**config.mk**
```make
export PLATFORM = sky130hd
export DESIGN_NAME = scp_pin_ctrl
export DESIGN_NICKNAME = d
export VERILOG_FILES = /design/src/core/scp_pkg.sv /design/src/core/scp_clk_switch.sv /design/src/core/scp_pin_ctrl.sv
export SDC_FILE = /design/constraint.sdc
export NUM_CORES = 1
export LEC_CHECK = 0
export BUFFER_PORTS_ARGS = -buffer_cell sky130_fd_sc_hd__buf_2
export CAP_MARGIN = 20
export CORE_MARGIN = 3
export CORE_UTILIZATION = 56
export DETAILED_ROUTE_END_ITERATION = 10
export PLACE_DENSITY = 0.87
export SLEW_MARGIN = 20
export SYNTH_ARGS = -nofsm -noshare
export SYNTH_HDL_FRONTEND = slang
export SYNTH_HIERARCHICAL = 1
export SYNTH_SLANG_ARGS = --single-unit
```
**constraint.sdc**
```tcl
create_clock -name ref_clk_i -period 2.9 [get_ports ref_clk_i]
set_input_delay 0.58 -clock ref_clk_i [delete_from_list [all_inputs] [get_ports ref_clk_i]]
set_output_delay 0.58 -clock ref_clk_i [all_outputs]
set_load 0.05 [all_outputs]
```
**src/core/scp_pkg.sv**
```systemverilog
// Constants shared by the sync, clock and multi-function pin control block.
package scp_pkg;

   // Reference clock period in nanoseconds (40 MHz).
   localparam int CLK_PERIOD_NS = 25;

   // Width of one colour data bus.
   localparam int DATA_W = 10;

   // Least active time of composite sync that marks a vertical broad pulse, in ns.
   localparam int VSEP_MIN_NS = 10000;
   // The same least time in reference cycles, rounded up.
   localparam int VSEP_CYC = (VSEP_MIN_NS + CLK_PERIOD_NS - 1) / CLK_PERIOD_NS;
   // Width of the broad pulse counter.
   localparam int VSEP_W = 10;

   // Cycles after reset release before the address strap is latched.
   localparam int STRAP_CYC = 4;
   // Width of the strap window counter.
   localparam int STRAP_W = 3;

   // Positions in the synchronised pin vector.
   localparam int PIN_HS = 0;
   localparam int PIN_VS = 1;
   localparam int PIN_CS = 2;
   localparam int PIN_COAST = 3;
   localparam int PIN_EXTERNAL_PIXEL_CLOCK_IN = 4;
   localparam int PIN_PD = 5;
   localparam int PIN_STRAP = 6;
   localparam int PIN_N = 7;

   // Polarity setting fields: bit 1 selects automatic, bit 0 is the manual level.
   localparam int POL_AUTO_BIT = 1;
   localparam int POL_LVL_BIT = 0;
   // Coast polarity setting after reset: manual, active high.
   localparam logic [1:0] COAST_POL_RST = 2'h1;

   // Auto polarity detector counter width and its mid-scale start value.
   localparam int AUTO_W = 8;
   localparam logic [AUTO_W-1:0] AUTO_MID = 8'h80;

   // Reset value of the internal pixel clock half-period counter.
   localparam logic [7:0] PLL_CNT_RST = 8'h00;

   // Polarity decode: automatic result or the manual level.
   function automatic logic pol_decode(input logic [1:0] setting, input logic detected);
      pol_decode = setting[POL_AUTO_BIT] ? detected : setting[POL_LVL_BIT];
   endfunction : pol_decode

endpackage : scp_pkg

```
**src/core/scp_clk_switch.sv**
```systemverilog
// Runt-free switch between the internal and external pixel clock levels.
module scp_clk_switch (
   input wire logic ref_clk_i,
   input wire logic rst_n_i,
   input wire logic int_clk_i,
   input wire logic ext_clk_i,
   input wire logic sel_ext_i,
   output logic clk_o,
   output logic ext_active_o
);
   import scp_pkg::*;

   logic act_ext; // Source currently feeding the output.
   logic gate; // Output enable; low while the switch is in flight.
   logic cur_lvl; // Level of the source in use.
   logic new_lvl; // Level of the source that was asked for.

   assign cur_lvl = act_ext ? ext_clk_i : int_clk_i;
   assign new_lvl = sel_ext_i ? ext_clk_i : int_clk_i;

   // The old source is cut only while it is low and the new one is let in
   // only while it is low, so no shortened high or low phase can escape.
   always_ff @(posedge ref_clk_i) begin
      if (!rst_n_i) begin
         act_ext <= 1'b0;
         gate <= 1'b1;
      end else if (gate && (sel_ext_i != act_ext) && !cur_lvl) begin
         gate <= 1'b0;
      end else if (!gate && !new_lvl) begin
         act_ext <= sel_ext_i;
         gate <= 1'b1;
      end
   end

   // The gated level is registered so the output comes from a flip-flop.
   always_ff @(posedge ref_clk_i) begin
      if (!rst_n_i) begin
         clk_o <= 1'b0;
         ext_active_o <= 1'b0;
      end else begin
         clk_o <= gate & cur_lvl;
         ext_active_o <= gate & act_ext;
      end
   end
endmodule : scp_clk_switch

```
**src/core/scp_pin_ctrl.sv**
```systemverilog
// Sync regeneration, pixel clock selection, power-down and address strap logic.
//
// Contract
// - Control bit selects external pixel clock.
// - External clock leaves coast function intact.
// - Coast freezes clock frequency and phase.
// - Coast polarity automatic or manually set.
// - Coast polarity setting resets to one.
// - Pin powers down only when manual selected.
// - Horizontal sync regenerated, aligned to pixels.
// - Horizontal output polarity and width programmable.
// - Horizontal output aligned with data clock.
// - Vertical output separated or passed through.
// - One bit inverts vertical output level.
// - Vertical width from source or override.
// - Strap pin gives address low bit.
// - Strap sampled at power-up, pull-up reads one.
// - Strap and vertical output do not interfere.
// - Clock locks to leading horizontal edge only.
// - Vertical input polarity automatic or manual.
module scp_pin_ctrl #(
   parameter int DATA_W = scp_pkg::DATA_W
) (
   input wire logic ref_clk_i,
   input wire logic rst_n_i,
   input wire logic hsync_pin_i,
   input wire logic vsync_pin_i,
   input wire logic csync_pin_i,
   input wire logic coast_pin_i,
   input wire logic external_pixel_clock_in_i,
   input wire logic power_down_pin_i,
   input wire logic vs_addr_pin_i,
   input wire logic [DATA_W-1:0] red_i,
   input wire logic [DATA_W-1:0] green_i,
   input wire logic [DATA_W-1:0] blue_i,
   input wire logic ext_clk_sel_i,
   input wire logic [1:0] hs_pol_setting_i,
   input wire logic [1:0] vs_pol_setting_i,
   input wire logic [1:0] coast_pol_setting_i,
   input wire logic coast_pol_load_i,
   input wire logic [7:0] pll_half_period_i,
   input wire logic [7:0] hs_width_i,
   input wire logic hs_out_pol_i,
   input wire logic vs_mode_i,
   input wire logic vs_invert_i,
   input wire logic vs_dur_ovr_i,
   input wire logic [7:0] vs_width_i,
   input wire logic pd_manual_sel_i,
   input wire logic pd_pin_pol_i,
   input wire logic pd_reg_i,
   output logic data_clock_out_o,
   output logic [DATA_W-1:0] red_o,
   output logic [DATA_W-1:0] green_o,
   output logic [DATA_W-1:0] blue_o,
   output logic regenerated_hsync_out_o,
   output logic vertical_sync_out_o,
   output logic vertical_sync_out_oe_o,
   output logic bus_address_select_lsb_o,
   output logic powered_down_o,
   output logic ext_clk_active_o,
   output logic coast_active_o
);
   import scp_pkg::*;

   logic [PIN_N-1:0] pin_raw; // All pins that arrive from outside.
   logic [PIN_N-1:0] pin_s1; // First synchroniser stage, read only by the second.
   logic [PIN_N-1:0] pin_s2; // Synchronised pin levels.
   logic [PIN_N-1:0] pin_q; // Previous synchronised levels, for edges.
   logic [2:0] auto_pol; // Detected polarity of hsync, vsync and coast.
   logic hs_pol, vs_pol, coast_pol; // Effective active levels.
   logic [1:0] coast_pol_setting; // Held coast polarity setting.
   logic hs_lvl, hs_lvl_q, hs_lead; // Active hsync and its leading edge.
   logic vs_in_act; // Vertical sync input at its active level.
   logic [7:0] pll_cnt; // Internal pixel clock half-period counter.
   logic int_clk; // Internal pixel clock level.
   logic sw_clk; // Level out of the clock switch.
   logic sw_clk_q; // Previous switch level, for the falling edge.
   logic pix_tick; // One cycle per pixel, at the data clock falling edge.
   logic hs_pend; // Leading edge seen, waiting for the next pixel.
   logic hs_act; // Regenerated horizontal pulse, active high.
   logic [7:0] hs_cnt; // Pixels left in the regenerated pulse.
   logic [VSEP_W-1:0] csep_cnt; // Time composite sync has been active.
   logic sep_vs; // Vertical sync separated from composite sync.
   logic vs_src, vs_src_q; // Selected vertical source and its last value.
   logic vs_act; // Vertical pulse before output polarity.
   logic [7:0] vs_lines; // Lines counted in an override pulse.
   logic [STRAP_W-1:0] strap_cnt; // Cycles since reset release.
   logic strap_done; // Address strap has been captured.

   assign pin_raw = {vs_addr_pin_i, power_down_pin_i, external_pixel_clock_in_i,
                     coast_pin_i, csync_pin_i, vsync_pin_i, hsync_pin_i};

   // Every pin passes two flip-flops; the third stage only serves edge detection.
   always_ff @(posedge ref_clk_i) begin
      if (!rst_n_i) begin
         pin_s1 <= '0;
         pin_s2 <= '0;
         pin_q <= '0;
      end else begin
         pin_s1 <= pin_raw;
         pin_s2 <= pin_s1;
         pin_q <= pin_s2;
      end
   end

   // Automatic polarity: the level held longer is the idle one, so the
   // active level is the opposite of the counter's upper half.
   for (genvar g = 0; g < 3; g++) begin : g_auto
      localparam int IDX = (g == 0) ? PIN_HS : (g == 1) ? PIN_VS : PIN_COAST;
      logic [AUTO_W-1:0] cnt;
      always_ff @(posedge ref_clk_i) begin
         if (!rst_n_i) begin
            cnt <= AUTO_MID;
         end else if (pin_s2[IDX] && cnt != '1) begin
            cnt <= cnt + 1'b1;
         end else if (!pin_s2[IDX] && cnt != '0) begin
            cnt <= cnt - 1'b1;
         end
      end
      assign auto_pol[g] = ~cnt[AUTO_W-1];
   end

   // Coast polarity setting is a held value that comes up as one.
   always_ff @(posedge ref_clk_i) begin
      if (!rst_n_i) begin
         coast_pol_setting <= COAST_POL_RST;
      end else if (coast_pol_load_i) begin
         coast_pol_setting <= coast_pol_setting_i;
      end
   end

   assign hs_pol = pol_decode(hs_pol_setting_i, auto_pol[0]);
   assign vs_pol = pol_decode(vs_pol_setting_i, auto_pol[1]);
   assign coast_pol = pol_decode(coast_pol_setting, auto_pol[2]);
   assign hs_lvl = pin_s2[PIN_HS] ~^ hs_pol;
   assign hs_lvl_q = pin_q[PIN_HS] ~^ hs_pol;
   // Polarity 0 makes this the falling edge, polarity 1 the rising edge.
   assign hs_lead = hs_lvl & ~hs_lvl_q;
   assign vs_in_act = pin_s2[PIN_VS] ~^ vs_pol;
   // Coast is decoded from the pin whatever clock source is chosen.
   assign coast_active_o = pin_s2[PIN_COAST] ~^ coast_pol;

   // Internal pixel clock: a free divider whose phase is pulled to each
   // leading edge. Coast simply skips the pull, so the divider keeps the
   // rate and phase it had; no frequency tracking is modelled here.
   always_ff @(posedge ref_clk_i) begin
      if (!rst_n_i) begin
         pll_cnt <= PLL_CNT_RST;
         int_clk <= 1'b0;
      end else if (hs_lead && !coast_active_o) begin
         pll_cnt <= PLL_CNT_RST;
         int_clk <= 1'b1;
      end else if (pll_cnt + 8'h01 >= pll_half_period_i) begin
         pll_cnt <= PLL_CNT_RST;
         int_clk <= ~int_clk;
      end else begin
         pll_cnt <= pll_cnt + 8'h01;
      end
   end

   scp_clk_switch u_switch (
      .ref_clk_i(ref_clk_i),
      .rst_n_i(rst_n_i),
      .int_clk_i(int_clk),
      .ext_clk_i(pin_s2[PIN_EXTERNAL_PIXEL_CLOCK_IN]),
      .sel_ext_i(ext_clk_sel_i),
      .clk_o(sw_clk),
      .ext_active_o(ext_clk_active_o)
   );

   // Power-down follows the pin only under manual selection.
   always_ff @(posedge ref_clk_i) begin
      if (!rst_n_i) begin
         powered_down_o <= 1'b0;
      end else if (pd_manual_sel_i) begin
         powered_down_o <= pin_s2[PIN_PD] ~^ pd_pin_pol_i;
      end else begin
         powered_down_o <= pd_reg_i;
      end
   end

   // Data clock out; held low while powered down.
   always_ff @(posedge ref_clk_i) begin
      if (!rst_n_i) begin
         sw_clk_q <= 1'b0;
         data_clock_out_o <= 1'b0;
      end else begin
         sw_clk_q <= sw_clk;
         data_clock_out_o <= sw_clk & ~powered_down_o;
      end
   end

   // Data and hsync move on the falling edge so they are settled at the rise.
   assign pix_tick = ~sw_clk & sw_clk_q & ~powered_down_o;

   // A leading edge waits for the next pixel; a new edge beats the clear.
   always_ff @(posedge ref_clk_i) begin
      if (!rst_n_i) begin
         hs_pend <= 1'b0;
      end else if (hs_lead) begin
         hs_pend <= 1'b1;
      end else if (pix_tick) begin
         hs_pend <= 1'b0;
      end
   end

   // Regenerated pulse counted in pixels; a width of zero acts as one.
   always_ff @(posedge ref_clk_i) begin
      if (!rst_n_i) begin
         hs_act <= 1'b0;
         hs_cnt <= 8'h00;
      end else if (pix_tick && hs_pend) begin
         hs_act <= 1'b1;
         hs_cnt <= (hs_width_i == 8'h00) ? 8'h01 : hs_width_i;
      end else if (pix_tick && hs_cnt > 8'h01) begin
         hs_cnt <= hs_cnt - 8'h01;
      end else if (pix_tick) begin
         hs_act <= 1'b0;
         hs_cnt <= 8'h00;
      end
   end

   // Data and hsync outputs update together on each pixel tick; power-down clears the data but holds hsync.
   always_ff @(posedge ref_clk_i) begin
      if (!rst_n_i) begin
         red_o <= '0;
         green_o <= '0;
         blue_o <= '0;
         regenerated_hsync_out_o <= 1'b0;
      end else if (powered_down_o) begin
         red_o <= '0;
         green_o <= '0;
         blue_o <= '0;
      end else if (pix_tick) begin
         red_o <= red_i;
         green_o <= green_i;
         blue_o <= blue_i;
         regenerated_hsync_out_o <= hs_act ~^ hs_out_pol_i;
      end
   end

   // Composite separation: sync active longer than a line pulse is vertical.
   always_ff @(posedge ref_clk_i) begin
      if (!rst_n_i) begin
         csep_cnt <= '0;
         sep_vs <= 1'b0;
      end else if (!(pin_s2[PIN_CS] ~^ hs_pol)) begin
         csep_cnt <= '0;
         sep_vs <= 1'b0;
      end else if (csep_cnt >= VSEP_W'(VSEP_CYC - 1)) begin
         sep_vs <= 1'b1;
      end else begin
         csep_cnt <= csep_cnt + 1'b1;
      end
   end

   assign vs_src = vs_mode_i ? vs_in_act : sep_vs;

   // Vertical pulse: source timing, or a width in lines when overridden.
   always_ff @(posedge ref_clk_i) begin
      if (!rst_n_i) begin
         vs_src_q <= 1'b0;
         vs_act <= 1'b0;
         vs_lines <= 8'h00;
      end else begin
         vs_src_q <= vs_src;
         if (!vs_dur_ovr_i) begin
            vs_act <= vs_src;
            vs_lines <= 8'h00;
         end else if (vs_src && !vs_src_q) begin
            vs_act <= 1'b1;
            vs_lines <= 8'h00;
         end else if (vs_act && hs_lead) begin
            vs_lines <= vs_lines + 8'h01;
            if (vs_lines + 8'h01 >= vs_width_i) begin
               vs_act <= 1'b0;
            end
         end
      end
   end

   // Strap window: the pin is not driven until its level has been taken.
   always_ff @(posedge ref_clk_i) begin
      if (!rst_n_i) begin
         strap_cnt <= '0;
         strap_done <= 1'b0;
         bus_address_select_lsb_o <= 1'b0;
      end else if (!strap_done && strap_cnt == STRAP_W'(STRAP_CYC - 1)) begin
         strap_done <= 1'b1;
         bus_address_select_lsb_o <= pin_s2[PIN_STRAP];
      end else if (!strap_done) begin
         strap_cnt <= strap_cnt + 1'b1;
      end
   end

   // Vertical output pin; the driver only turns on after the strap is held.
   always_ff @(posedge ref_clk_i) begin
      if (!rst_n_i) begin
         vertical_sync_out_o <= 1'b0;
         vertical_sync_out_oe_o <= 1'b0;
      end else begin
         vertical_sync_out_o <= vs_act ^ vs_invert_i;
         vertical_sync_out_oe_o <= strap_done;
      end
   end
endmodule : scp_pin_ctrl

```
# After elaboration in Yosys (flattened, before gate mapping)
# Index checks and enable logic that the tools add are counted.
[word_totals] regBits=126
[op_classes] addsub=11 magnitude_cmp=4 n_eq_ne=8 mux=29 bitwise_logic=26 reduce_logical=45
[ops] operator="$mux 8" n=10
[ops] operator="$add 8x1->8 const B" n=5
[ops] operator="$sub 8x1->8 const B" n=4
[ops] operator="$ne 8x8->1 const B" n=3
[ops] operator="$reduce_bool 8->1" n=3
[ops] operator="$mux 1" n=19
[ops] operator="$ge 8x8->1" n=2
[ops] operator="$logic_and 1x1->1" n=15
[ops] operator="$reduce_bool 2->1" n=7
[ops] operator="$not 1->1" n=12
[ops] operator="$reduce_and 2->1" n=6
[ops] operator="$add 10x1->10 const B" n=1
[ops] operator="$ge 10x9->1 const B" n=1
[ops] operator="$logic_not 1->1" n=9
[ops] operator="$gt 8x1->1 const B" n=1
[ops] operator="$logic_not 8->1" n=1
[ops] operator="$xnor 1x1->1" n=7
[ops] operator="$and 1x1->1" n=6
[ops] operator="$ne 3x1->1 const B" n=2
[ops] operator="$reduce_or 3->1" n=2
[ops] operator="$add 3x1->3 const B" n=1
[ops] operator="$eq 3x2->1 const B" n=1
[ops] operator="$reduce_bool 3->1" n=1
[ops] operator="$ne 2x2->1 const B" n=1
[ops] operator="3 further kinds" n=3

# Longest topological paths before layout
# Gate-level depths: netlist of the first run.
[logic_depth] word_depth=9 mapped_depth=10 mapped_depth_nobuf=10

# Cells and area by module
# Netlist of the first run, hierarchy kept.
[by_module_without_submodules] module="scp_pin_ctrl" n_inst=1 cells_per_inst=710 area_each_um2=6164.7 seq_area_each_um2=2442.3
[by_module_without_submodules] module="scp_clk_switch" n_inst=1 cells_per_inst=18 area_each_um2=160.2 seq_area_each_um2=80.1

# Worst setup path before layout of the first run
# OpenSTA, ideal clock, no wires.
[synth_path] path_type="register -> register" start="register g_auto[0].cnt[7]" end="register g_auto[0].cnt[7]" setup_ns=0.122 t_arrival_ns=2.471 required_time_ns=2.778 slack_ns=0.308 path_stages_with_launch=9 cell_sequence="dfxtp_1 -> nand4_1 -> o21ai_0 -> ha_1 -> a211oi_1 -> o211ai_2 -> a211oi_1 -> a41oi_1 -> o311a_1"
[synth_via] elab_chain_len=3 elab_cells_between_ends=9 cone_classes="2 x add/sub; 1 x eq/ne; 2 x mux; 4 x reduce/logical"
[synth_lines] element="start, declared" line_no="scp_pin_ctrl.sv:110" rtl="logic [AUTO_W-1:0] cnt;"
[synth_lines] element="start signal, assigned" line_no="scp_pin_ctrl.sv:115" rtl="cnt <= cnt + 1'b1;"
[synth_lines] element="start signal, assigned" line_no="scp_pin_ctrl.sv:117" rtl="cnt <= cnt - 1'b1;"
[synth_lines] element="$sub 8x1->8, or another cell as far along" line_no="scp_pin_ctrl.sv:117"
[synth_lines] element="$mux 8, or another cell as far along" line_no="scp_pin_ctrl.sv:116" rtl="end else if (!pin_s2[IDX] && cnt != '0) begin"
[synth_lines] element="$mux 8 or $reduce_bool 2->1 (tied branches)"
# Several ways; a longest one is shown, not always the timed one. The select of a mux whose other input is x is not followed.
# A chain may end at the register's enable or synchronous reset.

# Worst setup path in the final report of the first run
[layout_path] start="register g_auto[1].cnt[7]" end="register g_auto[1].cnt[6]"
[layout_via] elab_chain_len=3 elab_cells_between_ends=6 cone_classes="1 x eq/ne; 1 x mux; 4 x reduce/logical"
[layout_lines] element="start, declared" line_no="scp_pin_ctrl.sv:110"
[layout_lines] element="start signal, assigned" line_no="scp_pin_ctrl.sv:115"
[layout_lines] element="start signal, assigned" line_no="scp_pin_ctrl.sv:117"
[layout_lines] element="$ne 8x8->1 or $reduce_bool 8->1 (tied branches)" line_no="scp_pin_ctrl.sv:114, scp_pin_ctrl.sv:116"
[layout_lines] element="$logic_and 1x1->1 (on tied branches)" line_no="scp_pin_ctrl.sv:114, scp_pin_ctrl.sv:116"
[layout_lines] element="$mux 8 or $reduce_bool 2->1 (tied branches)"
# Several ways; a longest one is shown, not always the timed one.

==> reports/qor.yml, run 1 <==
status: "finished clean"
ant_nets: 0
p_sw_uw: 1700
hold_viol_final: 0
antenna_found_initial: 0
fin_crit_ns: 2.47
post_cts_resized: 0
fin_worst_skew_ns: 0.00990
intPower_uw: 4350
fin_ws_ns: 0.426
grt_max_degree: 80
tns_ns: 0
grt_use_met1: 0.276
final_cell_mix: "126 x dfxtp_1, 115 x buf_2, 108 x nand2_1"
detail_route.wl_per_cell_um: 13.7
hold_path_depth: 2
drcViolationCount: 0
r2r_start: "g_auto[1].cnt[7]$_SDFFE_PN1P_"
hold_start: "coast_pin_i"
cp_max_fo: 6
rsz0062_at_grt: "false"
ctsLongestPathBuffers: 2
setup_viol: 0
path_buf_inv: 1
die_area_um2: 12600
overflow: 0
wirelength_um: 13700
syn_area_um2: 6320
dp_cells: 969
grtUsageMet2: 0.379
ys_warn_count: 6
clock_latency_ns: 0.42
grt_pass1_wl_um: 23600
finalNonFillerCells: 1001
clk_pin_slew_ns: 0.06
critical_path_class: "reg -> reg"
cts_setup_buffers: 0
dr.pass1.iters: 5
vdd_drop_max_mv: 0.578
via_per_inst: 5.47
worst-path-stages: 9
start_util: 0.578
power_leakage_uw: 0.00332
pre_cts_slack_ns: 0.293
tightestPinTransition_ns: 1.04
switching_share: 0.281
cts_buffers: 17
antenna_cells_inserted: 0
synth_edf_count: 0
synth-async-reset-ratio: 0
fill_cells: 837
syn_inst: 728
syn_nets: 850
synth_cell_types: 62
cp_top_family: "compound AO/OA/AOI/OAI gates"
post-dp-hpwl_um: 9600
cts_tree: "done"
synthFlopType: "dfxtp_1"
root_buffer: "clkbuf_16"
ys_seq_elements: 126
pwr-share-comb: 0.241
crit_start: "g_auto[1].cnt[7]$_SDFFE_PN1P_"
grt_busiest_layer: "met2"
grt.total_usage: 0.226
powerDensity_nw_per_um2: 780
mostFrequentLayoutCell: "dfxtp_1"
yosysSeqAreaShare: 0.399
vias: 5477
die_h_um: 112
maxCapViolations: 0
timing.final.crit_share: 0.853
gp_congestion: 0.869
grt_util_met3: 0.0631
syn2layout_area_growth_pct: 22.5
holdBufCountCts: 0
layout-drive-gt1-share: 0.201
drt_iter0_drc: 335
max_slew_margin: 0.303
synth.avg_cell_area_um2: 8.69
num-nets-final: 970
port_buffers: 115
min_to: "pin_s1[3]$_SDFF_PN0_"
cp-end-kind: "register"
coreArea_um2: 10900
clkPwrFrac: 0.411
fmax_mhz: 404
cts_sinks: 126
slowest_stage: "dfxtp_1"
grt_pass1_vias: 5243
critical_path_arrival_ns: 2.78
worstPathRequired_ns: 3.20
reg2reg_to: "g_auto[1].cnt[6]$_SDFFE_PN0P_"
hp-class: "in -> reg"
row_count: 38
chipWidth_um: 112
r2r_slack_ns: 0.43
startpoint_type: "register"
final_max_slew_viol_count: 0
p_seq_frac: 0.348
crit_chain: "nand4_1, o21ai_1, buf_4, ha_1, a211oi_1, o21bai_1, a21oi_1, xor2_1, o21ai_0"
rr_worst_depth: 9
critical-path-max-stage-delay_ns: 0.40
boundaryPins: 116
h-tree-depth: 4
kinds of logic after synthesis:
group           share of synthesized area
mux                               0.00950
compound gates                      0.191
buf+inv                            0.0317
fa+ha+maj                          0.0906
simple gates                        0.216
flops                               0.399
xor+xnor                           0.0623
registers in the layout, summed over array words and instances (netlist names), 2 cells and up:
name	cells
red_o	10
csep_cnt	10
blue_o	10
g_auto.cnt	24
strap_cnt	3
green_o	10
coast_pol_setting	2
vs_lines	8
pll_cnt	8
hs_cnt	8
pin_s2	7
pin_s1	7
how the worst max path moves through the flow:
stage	slack, ns	to
2_1_floorplan	0.31	g_auto[0].cnt[7]$_SDFFE_PN1P_
3_3_place_gp	0.34	g_auto[1].cnt[6]$_SDFFE_PN0P_
3_5_place_dp	0.29	g_auto[1].cnt[6]$_SDFFE_PN0P_
4_1_cts	0.26	g_auto[1].cnt[6]$_SDFFE_PN0P_
5_1_grt	0.20	g_auto[1].cnt[6]$_SDFFE_PN0P_
6_report	0.43	g_auto[1].cnt[6]$_SDFFE_PN0P_
power groups by stage:
stage                     registers (uW)  logic [uW]  clock network (uW)
after global routing                2130        1680                2600
final                               2100        1460                2480
after global placement              2130        1410                   0
after CTS                           2100        1460                2520
after detailed placement            2130        1450                   0
after floorplan                     2120        1150                   0
synthesized netlist by cell type (all sizes together) (4+ instances only):
library cell	n	area, um2
o21bai	5	37.5
mux2i	6	60.1
nor3	13	96.4
xor2	27	236
clkbuf	12	45.0
o21ai	39	195
a21oi	66	330
nor2b	23	151
nand4	7	43.8
a21boi	12	90.1
and3	6	38.8
nor2	44	168
o211ai	13	108
nand3	12	60.1
dfxtp	126	2520
a41oi	4	35.0
ha	41	513
nand4b	4	35.0
a21o	7	52.6
xnor2	18	158
inv	28	105
a31oi	5	37.5
buf	10	50.1
nand2b	10	62.6
a211oi	11	82.6
nand2	108	405
nor4	9	77.6
and2	23	144
per-stage QoR:
step / power, uW / util / cell area, um2 / hold slack (ns)
2_1_floorplan: 3270 / - / 6320 / 0.412
3_3_place_gp: 3540 / 0.645 / 7050 / 0.415
3_5_place_dp: 3580 / 0.645 / 7050 / 0.421
4_1_cts: 6080 / 0.708 / 7750 / 0.358
5_1_grt: 6420 / 0.708 / 7750 / 0.361
6_report: 6050 / 0.708 / 7750 / 0.371
worst reg2reg max path: cells and delay by family, from the launching register on:
family                     cells  cell delay (ns)
adders and majority gates      1             0.29
AOI/OAI and AO/OA              5             1.12
buffers and inverters          1             0.22
DFF                            1             0.40
and+or+nand+nor                1             0.19
xor gates and xnor gates       1             0.14
routing by layer:
layer / share of wire / vias to the layer above
met5: 0 / -
met4: 0.019 / 0
met3: 0.047 / 22
met2: 0.50 / 134
met1: 0.43 / 2525
li1: - / 2796
final cells by class:
cell class | count | area, um2 | share of cell area
clock inverters | 12 | 238 | 0.0307
well taps | 140 | 175 | 0.0226
repair buffers | 123 | 648 | 0.0837
multi-input cells | 552 | 3600 | 0.465
inverters | 28 | 105 | 0.0136
clock buffers | 20 | 457 | 0.0589
flip-flops and latches | 126 | 2520 | 0.326
(Power assumes the default switching activity.)
==> inputs of run 2 (changes only) <==
--- a/config.mk
+++ b/config.mk
@@ -7,8 +7,10 @@
 export LEC_CHECK = 0
 export BUFFER_PORTS_ARGS = -buffer_cell sky130_fd_sc_hd__buf_2
 export CAP_MARGIN = 20
+export CELL_PAD_IN_SITES_DETAIL_PLACEMENT = 1
+export CELL_PAD_IN_SITES_GLOBAL_PLACEMENT = 1
 export CORE_MARGIN = 3
-export CORE_UTILIZATION = 56
+export CORE_UTILIZATION = 42
 export DETAILED_ROUTE_END_ITERATION = 10
 export PLACE_DENSITY = 0.87
 export SLEW_MARGIN = 20
==> run 2 against run 1 <==
- non-clock buffer count up 1
- final area down 0.37%
- die area up 31%
- register-to-register slack worse by 0.12 ns
- clock skew down 0.0042 ns
- via count up 2.1%
- largest power group unchanged
- worst setup slack worse by 0.12 ns
- critical endpoint is now g_auto[1].cnt[7]$_SDFFE_PN1P_
- highest routed layer unchanged
==> reports/qor.yml, run 2 (synthesis gave the netlist of run 1 again) <==
status: "finished clean"
grt_max_degree: 42  # -48%
detail_route.wl_per_cell_um: 15.6  # +14%
startpoint_type: "register"
fmax_mhz: 386  # -4.4%
cts_sinks: 126  # unchanged
grt_pass1_vias: 5881  # +12%
setup_viol: 0  # unchanged
fin_crit_ns: 2.59  # +0.115 ns
grt_pass1_wl_um: 27200  # +15%
final_cell_mix: "126 x dfxtp_1, 115 x buf_2, 108 x nand2_1"
coreArea_um2: 14600  # +34%
cp_max_fo: 7  # +1
cts_setup_buffers: 0  # unchanged
holdBufCountCts: 0  # unchanged
tns_ns: 0  # unchanged
rsz0062_at_grt: "false"
maxCapViolations: 0  # unchanged
tightestPinTransition_ns: 0.670  # -0.373 ns
grt.total_usage: 0.202  # -0.0240
cts_buffers: 17  # unchanged
critical_path_class: "reg -> reg"
overflow: 0  # unchanged
worstPathRequired_ns: 3.20  # about the same
wirelength_um: 16300  # +19%
h-tree-depth: 4  # unchanged
boundaryPins: 116  # unchanged
start_util: 0.432  # -0.146
cp-end-kind: "register"
ant_nets: 0  # unchanged
power_leakage_uw: 0.00328  # -1.3%
num-nets-final: 971  # +0.10%
gp_congestion: 0.859  # -1.1%
switching_share: 0.314  # +0.0325
clk_pin_slew_ns: 0.06  # about the same
syn2layout_area_growth_pct: 22.0
hp-class: "in -> reg"
regMostFlops: "g_auto.cnt"
dp_cells: 1014  # +4.6%
drcViolationCount: 0  # unchanged
ctsLongestPathBuffers: 2  # unchanged
antenna_cells_inserted: 0  # unchanged
p_seq_frac: 0.362  # +0.014
mostFrequentLayoutCell: "dfxtp_1"
final_max_slew_viol_count: 0  # unchanged
vias: 5593  # +2.1%
powerDensity_nw_per_um2: 757  # -3.0%
clock_latency_ns: 0.41  # about the same
post_cts_resized: 0  # unchanged
clkPwrFrac: 0.375  # -0.036
chipWidth_um: 129  # +15%
hold_slack_ns: 0.373  # +0.00263 ns
drt_iter0_drc: 218  # -35%
pwr-share-comb: 0.263  # +0.022
critical_path_arrival_ns: 2.89  # +0.11 ns
row_count: 44  # +16%
post-dp-hpwl_um: 11900  # +24%
antenna_found_initial: 0  # unchanged
via_per_inst: 5.35  # -2.3%
largest_register_ffs: 24  # unchanged
timing.final.crit_share: 0.893  # +0.0397
p_sw_uw: 1830  # +7.8%
root_buffer: "clkbuf_16"
die_h_um: 129  # +15%
port_buffers: 115  # unchanged
die_area_um2: 16600  # +31%
fin_worst_skew_ns: 0.00572  # -0.00418 ns
cts_tree: "done"
intPower_uw: 4010  # -7.8%
finalNonFillerCells: 1046  # +4.5%
hold_viol_final: 0  # unchanged
vdd_drop_max_mv: 0.424  # -27%
dr.pass1.iters: 4  # -1
layout-drive-gt1-share: 0.203  # +0.00209
max_slew_margin: 0.553  # +0.250
run 2: cell count changes in the layout (fill, tap and decap cells not counted), sizes merged:
cell and change:
buf +1, clkinvlp +2, bufinv -4, inv +2, clkinv +1, clkbuf -1
run 2: power by group through the flow:
stage / registers (uW) / clock network [uW] / logic (uW)
floorplan: 2120 / 0 / 1150
global placement: 2130 / 0 / 1440
detailed placement: 2140 / 0 / 1510
CTS: 2110 / 2230 / 1550
global route: 2140 / 2320 / 1740
finish: 2110 / 2190 / 1540
run 2: worst max-delay path, stage by stage, from the launching register on:
cell	delay, ns
dfxtp_1	0.44
nand4_1	0.21
o21ai_0	0.35
buf_4	0.23
ha_1	0.31
o211ai_1	0.28
o211ai_1	0.16
a211oi_1	0.29
a41oi_1	0.07
o311a_1	0.15
run 2: final cells by class:
cell class | instances | area [um2]
repair buffers | 124 | 643
clock inverters | 13 | 163
flip-flops and latches | 126 | 2520
clock buffers | 19 | 453
well taps | 184 | 230
multi-input cells | 552 | 3600
inverters | 28 | 105
fillers | 1756 | 6930
run 2: path summary, 6_finish.rpt:
path / slack (ns) / endpoint / cells past startpoint / startpoint
min: 0.37 / pin_s1[1]$_SDFF_PN0_ / 2 / vsync_pin_i
min reg2reg: 0.44 / pin_s2[6]$_SDFF_PN0_ / 1 / pin_s1[6]$_SDFF_PN0_
max reg2reg: 0.31 / g_auto[1].cnt[7]$_SDFFE_PN1P_ / 9 / g_auto[1].cnt[0]$_SDFFE_PN0P_
max: 0.31 / g_auto[1].cnt[7]$_SDFFE_PN1P_ / 9 / g_auto[1].cnt[0]$_SDFFE_PN0P_
run 2: per-stage QoR:
stage,area (um2),power (uW),util,worst slack (ns)
after CTS,7720,5900,0.527,0.330
after global routing,7720,6210,0.527,0.0453
after global placement,7100,3570,0.485,0.516
after floorplan,6320,3270,-,0.308
after detailed placement,7100,3650,0.485,0.357
final,7720,5840,0.527,0.311
run 2: metal layers:
metal	wire, um	vias to the layer above	global-route usage
met5	0	-	0
met2	8360	102	0.352
li1	-	2794	-
met3	540	45	0.0448
met1	6870	2652	0.235
met4	579	0	0.0957
==> inputs of run 3 (changes only) <==
--- a/config.mk
+++ b/config.mk
@@ -13,6 +13,7 @@
 export CORE_UTILIZATION = 42
 export DETAILED_ROUTE_END_ITERATION = 10
 export PLACE_DENSITY = 0.87
+export RECOVER_POWER = 50
 export SLEW_MARGIN = 20
 export SYNTH_ARGS = -nofsm -noshare
 export SYNTH_HDL_FRONTEND = slang
==> run 3 against run 2 <==
- critical path type unchanged
- die area unchanged
- hold slack better by 0.00089 ns
- first-iteration DRC count is 0.92% lower
- non-clock buffer count unchanged
- utilization is 0.36 points lower
- clock skew barely moved
- global-route usage did not move
- critical endpoint unchanged
- critical path depth unchanged
- the run now ends with capacitance limit, slew limit left
- combinational power hardly changed
- clock-buffer cell count unchanged
- via count about the same
==> reports/qor.yml, run 3 (synthesis gave the netlist of run 1 again) <==
antenna_found_initial: 0  # unchanged
hold_viol_final: 0  # unchanged
cts_setup_buffers: 0  # unchanged
grt.total_usage: 0.202  # unchanged
regMostFlops: "g_auto.cnt"
post_cts_resized: 0  # unchanged
gp_congestion: 0.859  # unchanged
die_h_um: 129  # unchanged
rsz0062_at_grt: "false"
post-dp-hpwl_um: 11900  # unchanged
via_per_inst: 5.35  # about the same
coreArea_um2: 14600  # unchanged
overflow: 0  # unchanged
ant_nets: 0  # unchanged
antenna_cells_inserted: 0  # unchanged
largest_register_ffs: 24  # unchanged
die_area_um2: 16600  # unchanged
fmax_mhz: 378  # -2.0%
cts_tree: "done"
timing.final.crit_share: 0.911  # +0.0186
max_slew_margin: -0.153  # -0.706
status: "finished with violations"
powerDensity_nw_per_um2: 761  # +0.57%
tns_ns: 0  # unchanged
dr.pass1.iters: 4  # unchanged
wirelength_um: 16400  # about the same
layout-drive-gt1-share: 0.171  # -0.0325
power_leakage_uw: 0.00314  # -4.1%
final_cell_mix: "126 x dfxtp_1, 108 x nand2_1, 89 x buf_2"
cts_sinks: 126  # unchanged
setup_viol: 0  # unchanged
hold_slack_ns: 0.374  # +0.000889 ns
clk_pin_slew_ns: 0.06  # about the same
vdd_drop_max_mv: 0.423  # about the same
cp_max_fo: 7  # unchanged
cp-end-kind: "register"
grt_pass1_wl_um: 27200  # unchanged
syn2layout_area_growth_pct: 21.2
vias: 5591  # -0.036%
grt_max_degree: 42  # unchanged
tightestPinTransition_ns: 1.73  # +1.06 ns
seqCellArea_um2: 2520  # unchanged
dp_cells: 1014  # unchanged
h-tree-depth: 4  # unchanged
fill_cells: 1769  # +0.74%
finalNonFillerCells: 1046  # unchanged
violations: "capacitance limit, slew limit"
finish.utilization: 0.523  # -0.00359
cts_buffers: 17  # unchanged
critical_path_arrival_ns: 2.94  # +0.05 ns
fin_worst_skew_ns: 0.00576  # +0.0000419 ns
row_count: 44  # unchanged
maxCapViolations: 1  # +1
grt_pass1_vias: 5881  # unchanged
drcViolationCount: 0  # unchanged
detail_route.wl_per_cell_um: 15.6  # about the same
critical_path_class: "reg -> reg"
clock_latency_ns: 0.41  # about the same
start_util: 0.432  # unchanged
final_max_slew_viol_count: 42  # +42
boundaryPins: 116  # unchanged
startpoint_type: "register"
mostFrequentLayoutCell: "dfxtp_1"
ctsLongestPathBuffers: 2  # unchanged
root_buffer: "clkbuf_16"
drt_iter0_drc: 216  # -0.92%
chipWidth_um: 129  # unchanged
worstPathRequired_ns: 3.20  # about the same
port_buffers: 115  # unchanged
hp-class: "in -> reg"
multi_input_area_um2: 3590  # -0.28%
num-nets-final: 971  # unchanged
fin_crit_ns: 2.64  # +0.0540 ns
holdBufCountCts: 0  # unchanged
run 3: cell types whose count changed in the layout (fill, tap and decap cells not counted):
cell | previous run | this run
buf_2 | 115 | 89
and2_1 | 23 | 10
a21boi_1 | 4 | 3
clkbuf_1 | 0 | 28
o311ai_4 | 1 | 0
clkbuf_2 | 0 | 1
and2_0 | 0 | 13
o311ai_2 | 0 | 1
buf_4 | 9 | 6
a21boi_0 | 8 | 9
run 3: metrics by stage:
step | power, uW | worst slack (ns) | cell area [um2]
floorplan | 3270 | 0.308 | 6320
global placement | 3570 | 0.516 | 7100
detailed placement | 3650 | 0.357 | 7100
CTS | 5900 | 0.330 | 7720
global route | 6200 | 0.0252 | 7670
finish | 5830 | 0.257 | 7670
run 3: area by class of cell:
cell class / instances / area share
multi-input combinational: 552 / 0.469
timing repair buffer: 124 / 0.0783
clock buffer: 19 / 0.0591
clock inverter: 13 / 0.0212
inverter: 28 / 0.0137
sequential: 126 / 0.329
tap: 184 / 0.0300
run 3: power by group:
part	internal (uW)	switching, uW
Sequential	1920	191
Combinational	681	850
Clock	1400	790
Total	4000	1830
run 3: worst max-delay path, stage by stage, from the launching register on:
cell      delay [ns]
dfxtp_1         0.44
nand4_1         0.21
o21ai_0         0.35
buf_4           0.23
ha_1            0.31
o211ai_1        0.28
o211ai_1        0.16
a211oi_1        0.29
a41oi_1         0.07
o311a_1         0.20
run 3: final timing paths:
| path | start | end | slack, ns | depth (start not counted) |
|---|---|---|---|---|
| worst max-delay path | g_auto[1].cnt[0]$_SDFFE_PN0P_ | g_auto[1].cnt[7]$_SDFFE_PN1P_ | 0.26 | 9 |
| worst min-delay path | power_down_pin_i | pin_s1[5]$_SDFF_PN0_ | 0.37 | 2 |
| worst max register to register | g_auto[1].cnt[0]$_SDFFE_PN0P_ | g_auto[1].cnt[7]$_SDFFE_PN1P_ | 0.26 | 9 |
| worst min register to register | pin_s1[6]$_SDFF_PN0_ | pin_s2[6]$_SDFF_PN0_ | 0.44 | 1 |
run 3: per-layer routing:
metal	wire length, um	vias to the layer above	global-route usage
met4	582	0	0.0957
met2	8350	104	0.352
li1	-	2794	-
met3	555	42	0.0448
met5	0	-	0
met1	6860	2651	0.235
